## src/rtl/scts_cfg.svh

```systemverilog
// Purpose: addresses, bit positions, reset value and timing figures of the
//          smart-card transfer status flags.
// Assumes: special-function-register bus with page select.
// Notes:   included by rtl/scts_pkg.sv and rtl/scts_status.sv.
`ifndef SCTS_CFG_SVH
`define SCTS_CFG_SVH

`define SCTS_CARD0_TSR_ADDR 8'hdf
`define SCTS_CARD1_TSR_ADDR 8'he7
`define SCTS_CARD2_TSR_ADDR 8'hef
`define SCTS_TSR_RESET 8'h0a

`define SCTS_BIT_ACT 7
`define SCTS_BIT_BREAK 6
`define SCTS_BIT_FRAME 5
`define SCTS_BIT_PARITY 4
`define SCTS_BIT_TX_VACANT 3
`define SCTS_BIT_TX_OVF 2
`define SCTS_BIT_RX_VACANT 1
`define SCTS_BIT_RX_OVR 0

// one character: start, 8 data, parity, stop
`define SCTS_CHAR_BITS 11
// clock cycles per elementary bit time at the system clock
`define SCTS_BIT_CYCLES 372

`endif

```

## src/rtl/scts_pkg.sv

```systemverilog
// Purpose: types shared by the transfer status logic.
// Assumes: nothing beyond the constants header.
// Notes:   field order of scts_tsr_t matches the register bit order.
`default_nettype none
`include "scts_cfg.svh"
package scts_pkg;

  // per-card events from the serial engine and the data register decode
  typedef struct packed {
    logic xfer_start;
    logic xfer_done;
    logic tx_load;
    logic dr_write;
    logic dr_read;
    logic rx_char;
    logic rx_stop_bit;
    logic rx_parity_ok;
    logic rx_line;
  } scts_evt_t;

  typedef struct packed {
    logic transfer_in_progress;
    logic break_error_flag;
    logic framing_error_flag;
    logic parity_error_flag;
    logic tx_holding_vacant;
    logic tx_overflow_flag;
    logic rx_holding_vacant;
    logic rx_overrun_flag;
  } scts_tsr_t;

  typedef struct packed {
    logic [7:0] addr;
    logic page2;
    logic wr;
    logic rd;
    logic [7:0] wdata;
  } scts_sfr_req_t;

endpackage
`default_nettype wire

```

## src/rtl/scts_status.sv

```systemverilog
// Purpose: transfer status flags of three smart-card serial channels.
// Assumes: the serial engine delivers one-cycle event pulses synchronous to clk_i.
// Notes:   status reads return data one cycle after the read strobe.
`default_nettype none
`include "scts_cfg.svh"

// Notes on behaviour
// - activity flag sets at transfer start, clears by itself when transfer ends.
// - receive line low longer than one whole character time sets break error.
// - low stop bit after last data or parity bit sets framing error.
// - received character with bad parity sets parity error.
// - software clears error flags by writing zero; only hardware sets them.
// - transmit vacant flag rises when buffered byte moves to shift register.
// - writing the data register clears the transmit vacant flag.
// - data register write while transmit buffer full sets transmit overflow.
// - CPU reading the received byte sets the receive vacant flag.
// - any newly received character clears the receive vacant flag.
// - character arriving with receive buffer occupied sets receive overrun.
// - error output is OR of five error flags, clears when all clear.
module scts_status
  import scts_pkg::*;
#(
  parameter int NCH = 3,
  parameter int BIT_CYCLES = `SCTS_BIT_CYCLES,
  parameter int CHAR_BITS = `SCTS_CHAR_BITS,
  parameter int BRK_W = 16
)
(
  input wire logic clk_i,
  input wire logic rst_n_i,
  input wire scts_sfr_req_t sfr_i,
  input wire scts_evt_t [NCH-1:0] evt_i,
  output logic [7:0] sfr_rdata_o,
  output scts_tsr_t [NCH-1:0] tsr_o,
  output logic [NCH-1:0] transfer_error_irq_flag_o
);

  localparam logic [BRK_W-1:0] BRK_LIMIT = BRK_W'(BIT_CYCLES * CHAR_BITS);

  // decode one status register address to its channel, or none
  function automatic logic [2:0] hit_of(input logic [7:0] addr, input logic page2);
    logic [2:0] h;
    h = 3'h0;
    if (page2)
    begin
      h[0] = (addr == `SCTS_CARD0_TSR_ADDR);
      h[1] = (addr == `SCTS_CARD1_TSR_ADDR);
      h[2] = (addr == `SCTS_CARD2_TSR_ADDR);
    end
    return h;
  endfunction

  scts_tsr_t [NCH-1:0] tsr_ff;
  scts_tsr_t [NCH-1:0] nxt_tsr;
  logic [NCH-1:0][BRK_W-1:0] low_cnt_ff;
  logic [NCH-1:0][BRK_W-1:0] nxt_low_cnt;
  logic [NCH-1:0] terr_ff;
  logic [NCH-1:0] nxt_terr;
  logic [7:0] rdata_ff;
  logic [7:0] nxt_rdata;
  logic [2:0] hit;

  always_comb
  begin
    hit = hit_of(sfr_i.addr, sfr_i.page2);
    nxt_tsr = tsr_ff;
    nxt_low_cnt = low_cnt_ff;
    nxt_terr = terr_ff;
    for (int c = 0; c < NCH; c++)
    begin
      // software write: only zeros clear, ones and read-only bits are ignored
      if (sfr_i.wr && hit[c])
      begin
        nxt_tsr[c].break_error_flag =
          tsr_ff[c].break_error_flag & sfr_i.wdata[`SCTS_BIT_BREAK];
        nxt_tsr[c].framing_error_flag =
          tsr_ff[c].framing_error_flag & sfr_i.wdata[`SCTS_BIT_FRAME];
        nxt_tsr[c].parity_error_flag =
          tsr_ff[c].parity_error_flag & sfr_i.wdata[`SCTS_BIT_PARITY];
        nxt_tsr[c].tx_overflow_flag =
          tsr_ff[c].tx_overflow_flag & sfr_i.wdata[`SCTS_BIT_TX_OVF];
        nxt_tsr[c].rx_overrun_flag =
          tsr_ff[c].rx_overrun_flag & sfr_i.wdata[`SCTS_BIT_RX_OVR];
      end

      // hardware sets below override a clear in the same cycle
      if (evt_i[c].xfer_done)
        nxt_tsr[c].transfer_in_progress = 1'b0;
      if (evt_i[c].xfer_start)
        nxt_tsr[c].transfer_in_progress = 1'b1;

      // count low time; flag once when past a full character, then saturate
      if (evt_i[c].rx_line)
        nxt_low_cnt[c] = '0;
      else if (low_cnt_ff[c] <= BRK_LIMIT)
        nxt_low_cnt[c] = low_cnt_ff[c] + BRK_W'(1);
      if (!evt_i[c].rx_line && low_cnt_ff[c] == BRK_LIMIT)
        nxt_tsr[c].break_error_flag = 1'b1;

      if (evt_i[c].rx_char)
      begin
        if (!evt_i[c].rx_stop_bit)
          nxt_tsr[c].framing_error_flag = 1'b1;
        if (!evt_i[c].rx_parity_ok)
          nxt_tsr[c].parity_error_flag = 1'b1;
        // a read in the same cycle frees the buffer for this character
        if (!tsr_ff[c].rx_holding_vacant && !evt_i[c].dr_read)
          nxt_tsr[c].rx_overrun_flag = 1'b1;
        nxt_tsr[c].rx_holding_vacant = 1'b0;
      end
      else if (evt_i[c].dr_read)
        nxt_tsr[c].rx_holding_vacant = 1'b1;

      if (evt_i[c].dr_write)
      begin
        // a load in the same cycle empties the buffer, so no overflow then
        if (!tsr_ff[c].tx_holding_vacant && !evt_i[c].tx_load)
          nxt_tsr[c].tx_overflow_flag = 1'b1;
        nxt_tsr[c].tx_holding_vacant = 1'b0;
      end
      else if (evt_i[c].tx_load)
        nxt_tsr[c].tx_holding_vacant = 1'b1;

      // taken from next values so the output stays in step with the flags
      nxt_terr[c] = nxt_tsr[c].break_error_flag | nxt_tsr[c].framing_error_flag
        | nxt_tsr[c].parity_error_flag | nxt_tsr[c].tx_overflow_flag
        | nxt_tsr[c].rx_overrun_flag;
    end

    nxt_rdata = rdata_ff;
    if (sfr_i.rd)
    begin
      nxt_rdata = 8'h00;
      for (int c = 0; c < NCH; c++)
        if (hit[c])
          nxt_rdata = tsr_ff[c];
    end
  end

  always_ff @(posedge clk_i or negedge rst_n_i)
  begin
    if (!rst_n_i)
    begin
      tsr_ff <= {NCH{`SCTS_TSR_RESET}};
      low_cnt_ff <= '0;
      terr_ff <= '0;
      rdata_ff <= 8'h00;
    end
    else
    begin
      tsr_ff <= nxt_tsr;
      low_cnt_ff <= nxt_low_cnt;
      terr_ff <= nxt_terr;
      rdata_ff <= nxt_rdata;
    end
  end

  assign sfr_rdata_o = rdata_ff;
  assign tsr_o = tsr_ff;
  assign transfer_error_irq_flag_o = terr_ff;

endmodule
`default_nettype wire

```

## config.mk

```make
export PLATFORM = sky130hd
export DESIGN_NAME = scts_status
export DESIGN_NICKNAME = d
export VERILOG_FILES = /design/src/rtl/scts_pkg.sv /design/src/rtl/scts_status.sv
export VERILOG_INCLUDE_DIRS = /design/src /design/src/rtl
export SDC_FILE = /design/constraint.sdc
export NUM_CORES = 1
export LEC_CHECK = 0
export ABC_CLOCK_PERIOD_IN_PS = 4220
export BUFFER_PORTS_ARGS = -buffer_cell sky130_fd_sc_hd__buf_2
export CORE_ASPECT_RATIO = 2
export CORE_MARGIN = 3
export CORE_UTILIZATION = 59
export CTS_CLUSTER_DIAMETER = 150
export DETAILED_ROUTE_END_ITERATION = 8
export PLACE_DENSITY = 0.85
export SETUP_SLACK_MARGIN = 0.02
export SYNTH_ARGS = -nofsm -noshare
export SYNTH_HDL_FRONTEND = slang
export SYNTH_SLANG_ARGS = --single-unit
```

## constraint.sdc

```tcl
create_clock -name clk_i -period 4.22 [get_ports clk_i]
set_input_delay 0.422 -clock clk_i [delete_from_list [all_inputs] [get_ports clk_i]]
set_output_delay 0.422 -clock clk_i [all_outputs]
set_load 0.01 [all_outputs]
```

==> flow_metrics.tcl <==
set metrics [dict create \
    syn_area_per_cell_um2 9.58 \
    synth_edf_count 0 \
    crit_path_cell_trace "inv_1, ha_1, nor4_1, nor3b_1, a41oi_1, nor2_1" \
    min_period_ps 2450 \
    whs_ps 218 \
    drive_above_1_share_pct 20.4 \
    ys_types 47 \
    rr_startpoint "low_cnt_ff[16]$_DFFE_PN0P_" \
    cts_sinks 83 \
    coreArea_um2 6410 \
    pre_cts_ws_ps 1760 \
    start_util_pct 62.2 \
    grt_pass1_wl_mm 16.7 \
    grt_overflow 0 \
    hold_viol_final 0 \
    max_freq_mhz 408 \
    gr-usage-met2_pct 52.0 \
    cts_tree "yes" \
    ctsResizeCount 0 \
    grt_pass1_vias 3537 \
    rows 41 \
    hp-class "in -> reg" \
    num-fill-cells 449 \
    die_area_um2 7840 \
    wire_per_inst_um 17.0 \
    synth.area.top_cells "dfrtp_1 (48%), nor2_1 (6.2%), dfstp_2 (4.0%), xor2_1 (3.5%), nand2_1 (3.1%)" \
    setup_viol 0 \
    clk_pin_slew_worst_paths_ps 60 \
    cts_buffers 9 \
    cts.htree.levels 3 \
    ioPinCount 83 \
    vias 3513 \
    maxCapViolCount 0 \
    multi_input_area_um2 1750 \
    max_stage_delay_ps 970 \
    setup_ws_ps 1770 \
    via_per_inst 5.99 \
    track_usage_pct 27.7 \
    cp_slowest_cell "nor4_1" \
    routed_wl_mm 9.99 \
    critPathMaxFanout 7 \
    ys_ff_latch 83 \
    period_share_pct 58.1 \
    grt_max_degree 84 \
    gp_congestion 0.866 \
    power_density_nw_per_um2 377 \
    critPathKind "reg -> reg" \
    die_w_um 64.1 \
    worst_pin_slew_ps 1130 \
    yosysMostFrequentCell "dfrtp_1" \
    drtPass1Iterations 5 \
    syn_nets 470 \
    min_from "evt_i[5]" \
    yosysTopAreaCellShare_pct 48.3 \
    startpoint_type "flip-flop" \
    crit_required_ps 4430 \
    leakage_nw 2.16 \
    netlist_top_cells_count "dfrtp_1 (77), nor2_1 (66), nand2_1 (33)" \
    ys_warn_count 0 \
    total_power_mw 1.80 \
    syn_inst 416 \
    clock_latency_ps 340 \
    area_growth_syn_to_layout_pct 19.6 \
    seq_area_um2 2080 \
    cp.arrival_ps 2660 \
    synth_top_area_cell "dfrtp_1" \
    drc 0 \
    post_cts_buffers 0 \
    synthArstFlopShare_pct 100 \
    relSlewSlack_pct 24.1 \
    fin_tns_setup_ps 0 \
    cts-root-buf "clkbuf_16" \
    rsz0062_at_grt "false" \
    outcome "finished clean" \
    grt.met3_usage_pct 4.76 \
    seq_area_frac_synth_pct 52.3 \
    skew_ps 9.74 \
    hold_buffers 0 \
    ys_dominant_reg_cell "dfrtp_1" \
    slew_violations 0 \
    critPathCaptureType "flip-flop" \
    die_h_um 122 \
    drtIter0Drc 255 \
    postRouteAntennaNets 0 \
    ir_drop_v 0.000241 \
    antenna_found_initial 1 \
    synthesis.area_um2 3990 \
    crit_start "low_cnt_ff[16]$_DFFE_PN0P_" \
    cts_buffer_depth 2 \
    io_buffers 79 \
    top_usage_layer "met2" \
    place_hpwl_mm 7.24 \
    use_met1_pct 28.7 \
    fin_nets 549 \
]
==> flip-flops by register name (all words and copies together), names as in the netlist <==
register and count:
transfer_error_irq_flag_o 3, tsr_o 24, sfr_rdata_o 8, low_cnt_ff 48
==> routing by layer <==
metal  share of wire [%]  routed length (um)  vias to the layer above
met2                  56                5640                      166
met3                 5.7                 571                       37
met5                   0                   0                        -
li1                    -                   -                     1624
met1                  34                3430                     1686
met4                 3.5                 350                        0
==> final cells by class <==
cell class                 instances  share of cell area, %
inverter                          27                   2.13
multi-input combinational        295                   36.8
timing repair buffer              79                   8.35
tap                               86                   2.26
antenna                            1                 0.0525
clock buffer                      13                   5.46
clock inverter                     2                   1.26
sequential                        83                   43.7
==> critical path: cells and delay by family, from the launching register on <==
kind / cells / cell delay, ps
buffers and inverters: 1 / 70
adder cells (fa/ha/maj): 1 / 250
AO/OA/AOI/OAI: 1 / 290
AND/OR/NAND/NOR: 3 / 1290
flip-flops: 1 / 430
==> stage by stage <==
step | cell area (um^2) | cells | utilization [%]
CTS | 4760 | 585 | 74.3
global route | 4770 | 586 | 74.3
floorplan | 3990 | 416 | -
finish | 4770 | 586 | 74.3
detailed placement | 4440 | 570 | 69.3
global placement | 4440 | 570 | 69.3
==> cell families (layout without fill, tap and decap cells) <==
kind of cell	after synthesis	in the layout	synth area share (%)
simple gates	188	188	24.0
flops	83	83	52.3
compound gates	71	71	11.4
buf+inv	38	121	3.77
xor+xnor	28	28	6.15
fa+ha+maj	6	6	1.88
mux	2	2	0.502
other cells	0	1	0
==> path summary, 6_finish.rpt <==
check	to	cells past startpoint	slack [ps]
worst max-delay path	low_cnt_ff[28]$_DFFE_PN0P_	6	1770
worst min-delay path	tsr_o[3]$_DFFE_PN1P_	2	220
worst max register to register	low_cnt_ff[28]$_DFFE_PN0P_	6	1770
worst min register to register	low_cnt_ff[12]$_DFFE_PN0P_	2	500
max in group asynchronous	low_cnt_ff[39]$_DFFE_PN0P_	1	3320
min in group asynchronous	tsr_o[23]$_DFFE_PN0P_	1	250
==> cells in the final DEF, fill, tap and decap left out, drive strengths merged, types with 2 or more instances in the layout <==
cell type,count
and3,7
a21oi,12
ha,6
a31oi,3
nor2b,10
and2,2
buf,79
or3,2
nand4b,3
nand4,14
nor3,7
clkbuf,13
a22o,2
or4,5
a41oi,4
mux2i,2
nand2,33
xnor2,12
a22oi,3
nor3b,2
nor4b,3
inv,27
nand3,19
o21ai,22
a21o,5
nor4,7
and4,2
xor2,16
dfrtp,77
bufinv,2
dfstp,6
o22ai,9
o41ai,7
nor2,66
==> where the power goes <==
group / leakage (nW) / switching [mW] / internal, mW
combinational: 0.959 / 0.0814 / 0.0467
sequential: 1.04 / 0.0162 / 0.814
clock: 0.156 / 0.293 / 0.548
total: 2.16 / 0.391 / 1.41
Note: power is estimated with default switching activity, not from simulation.
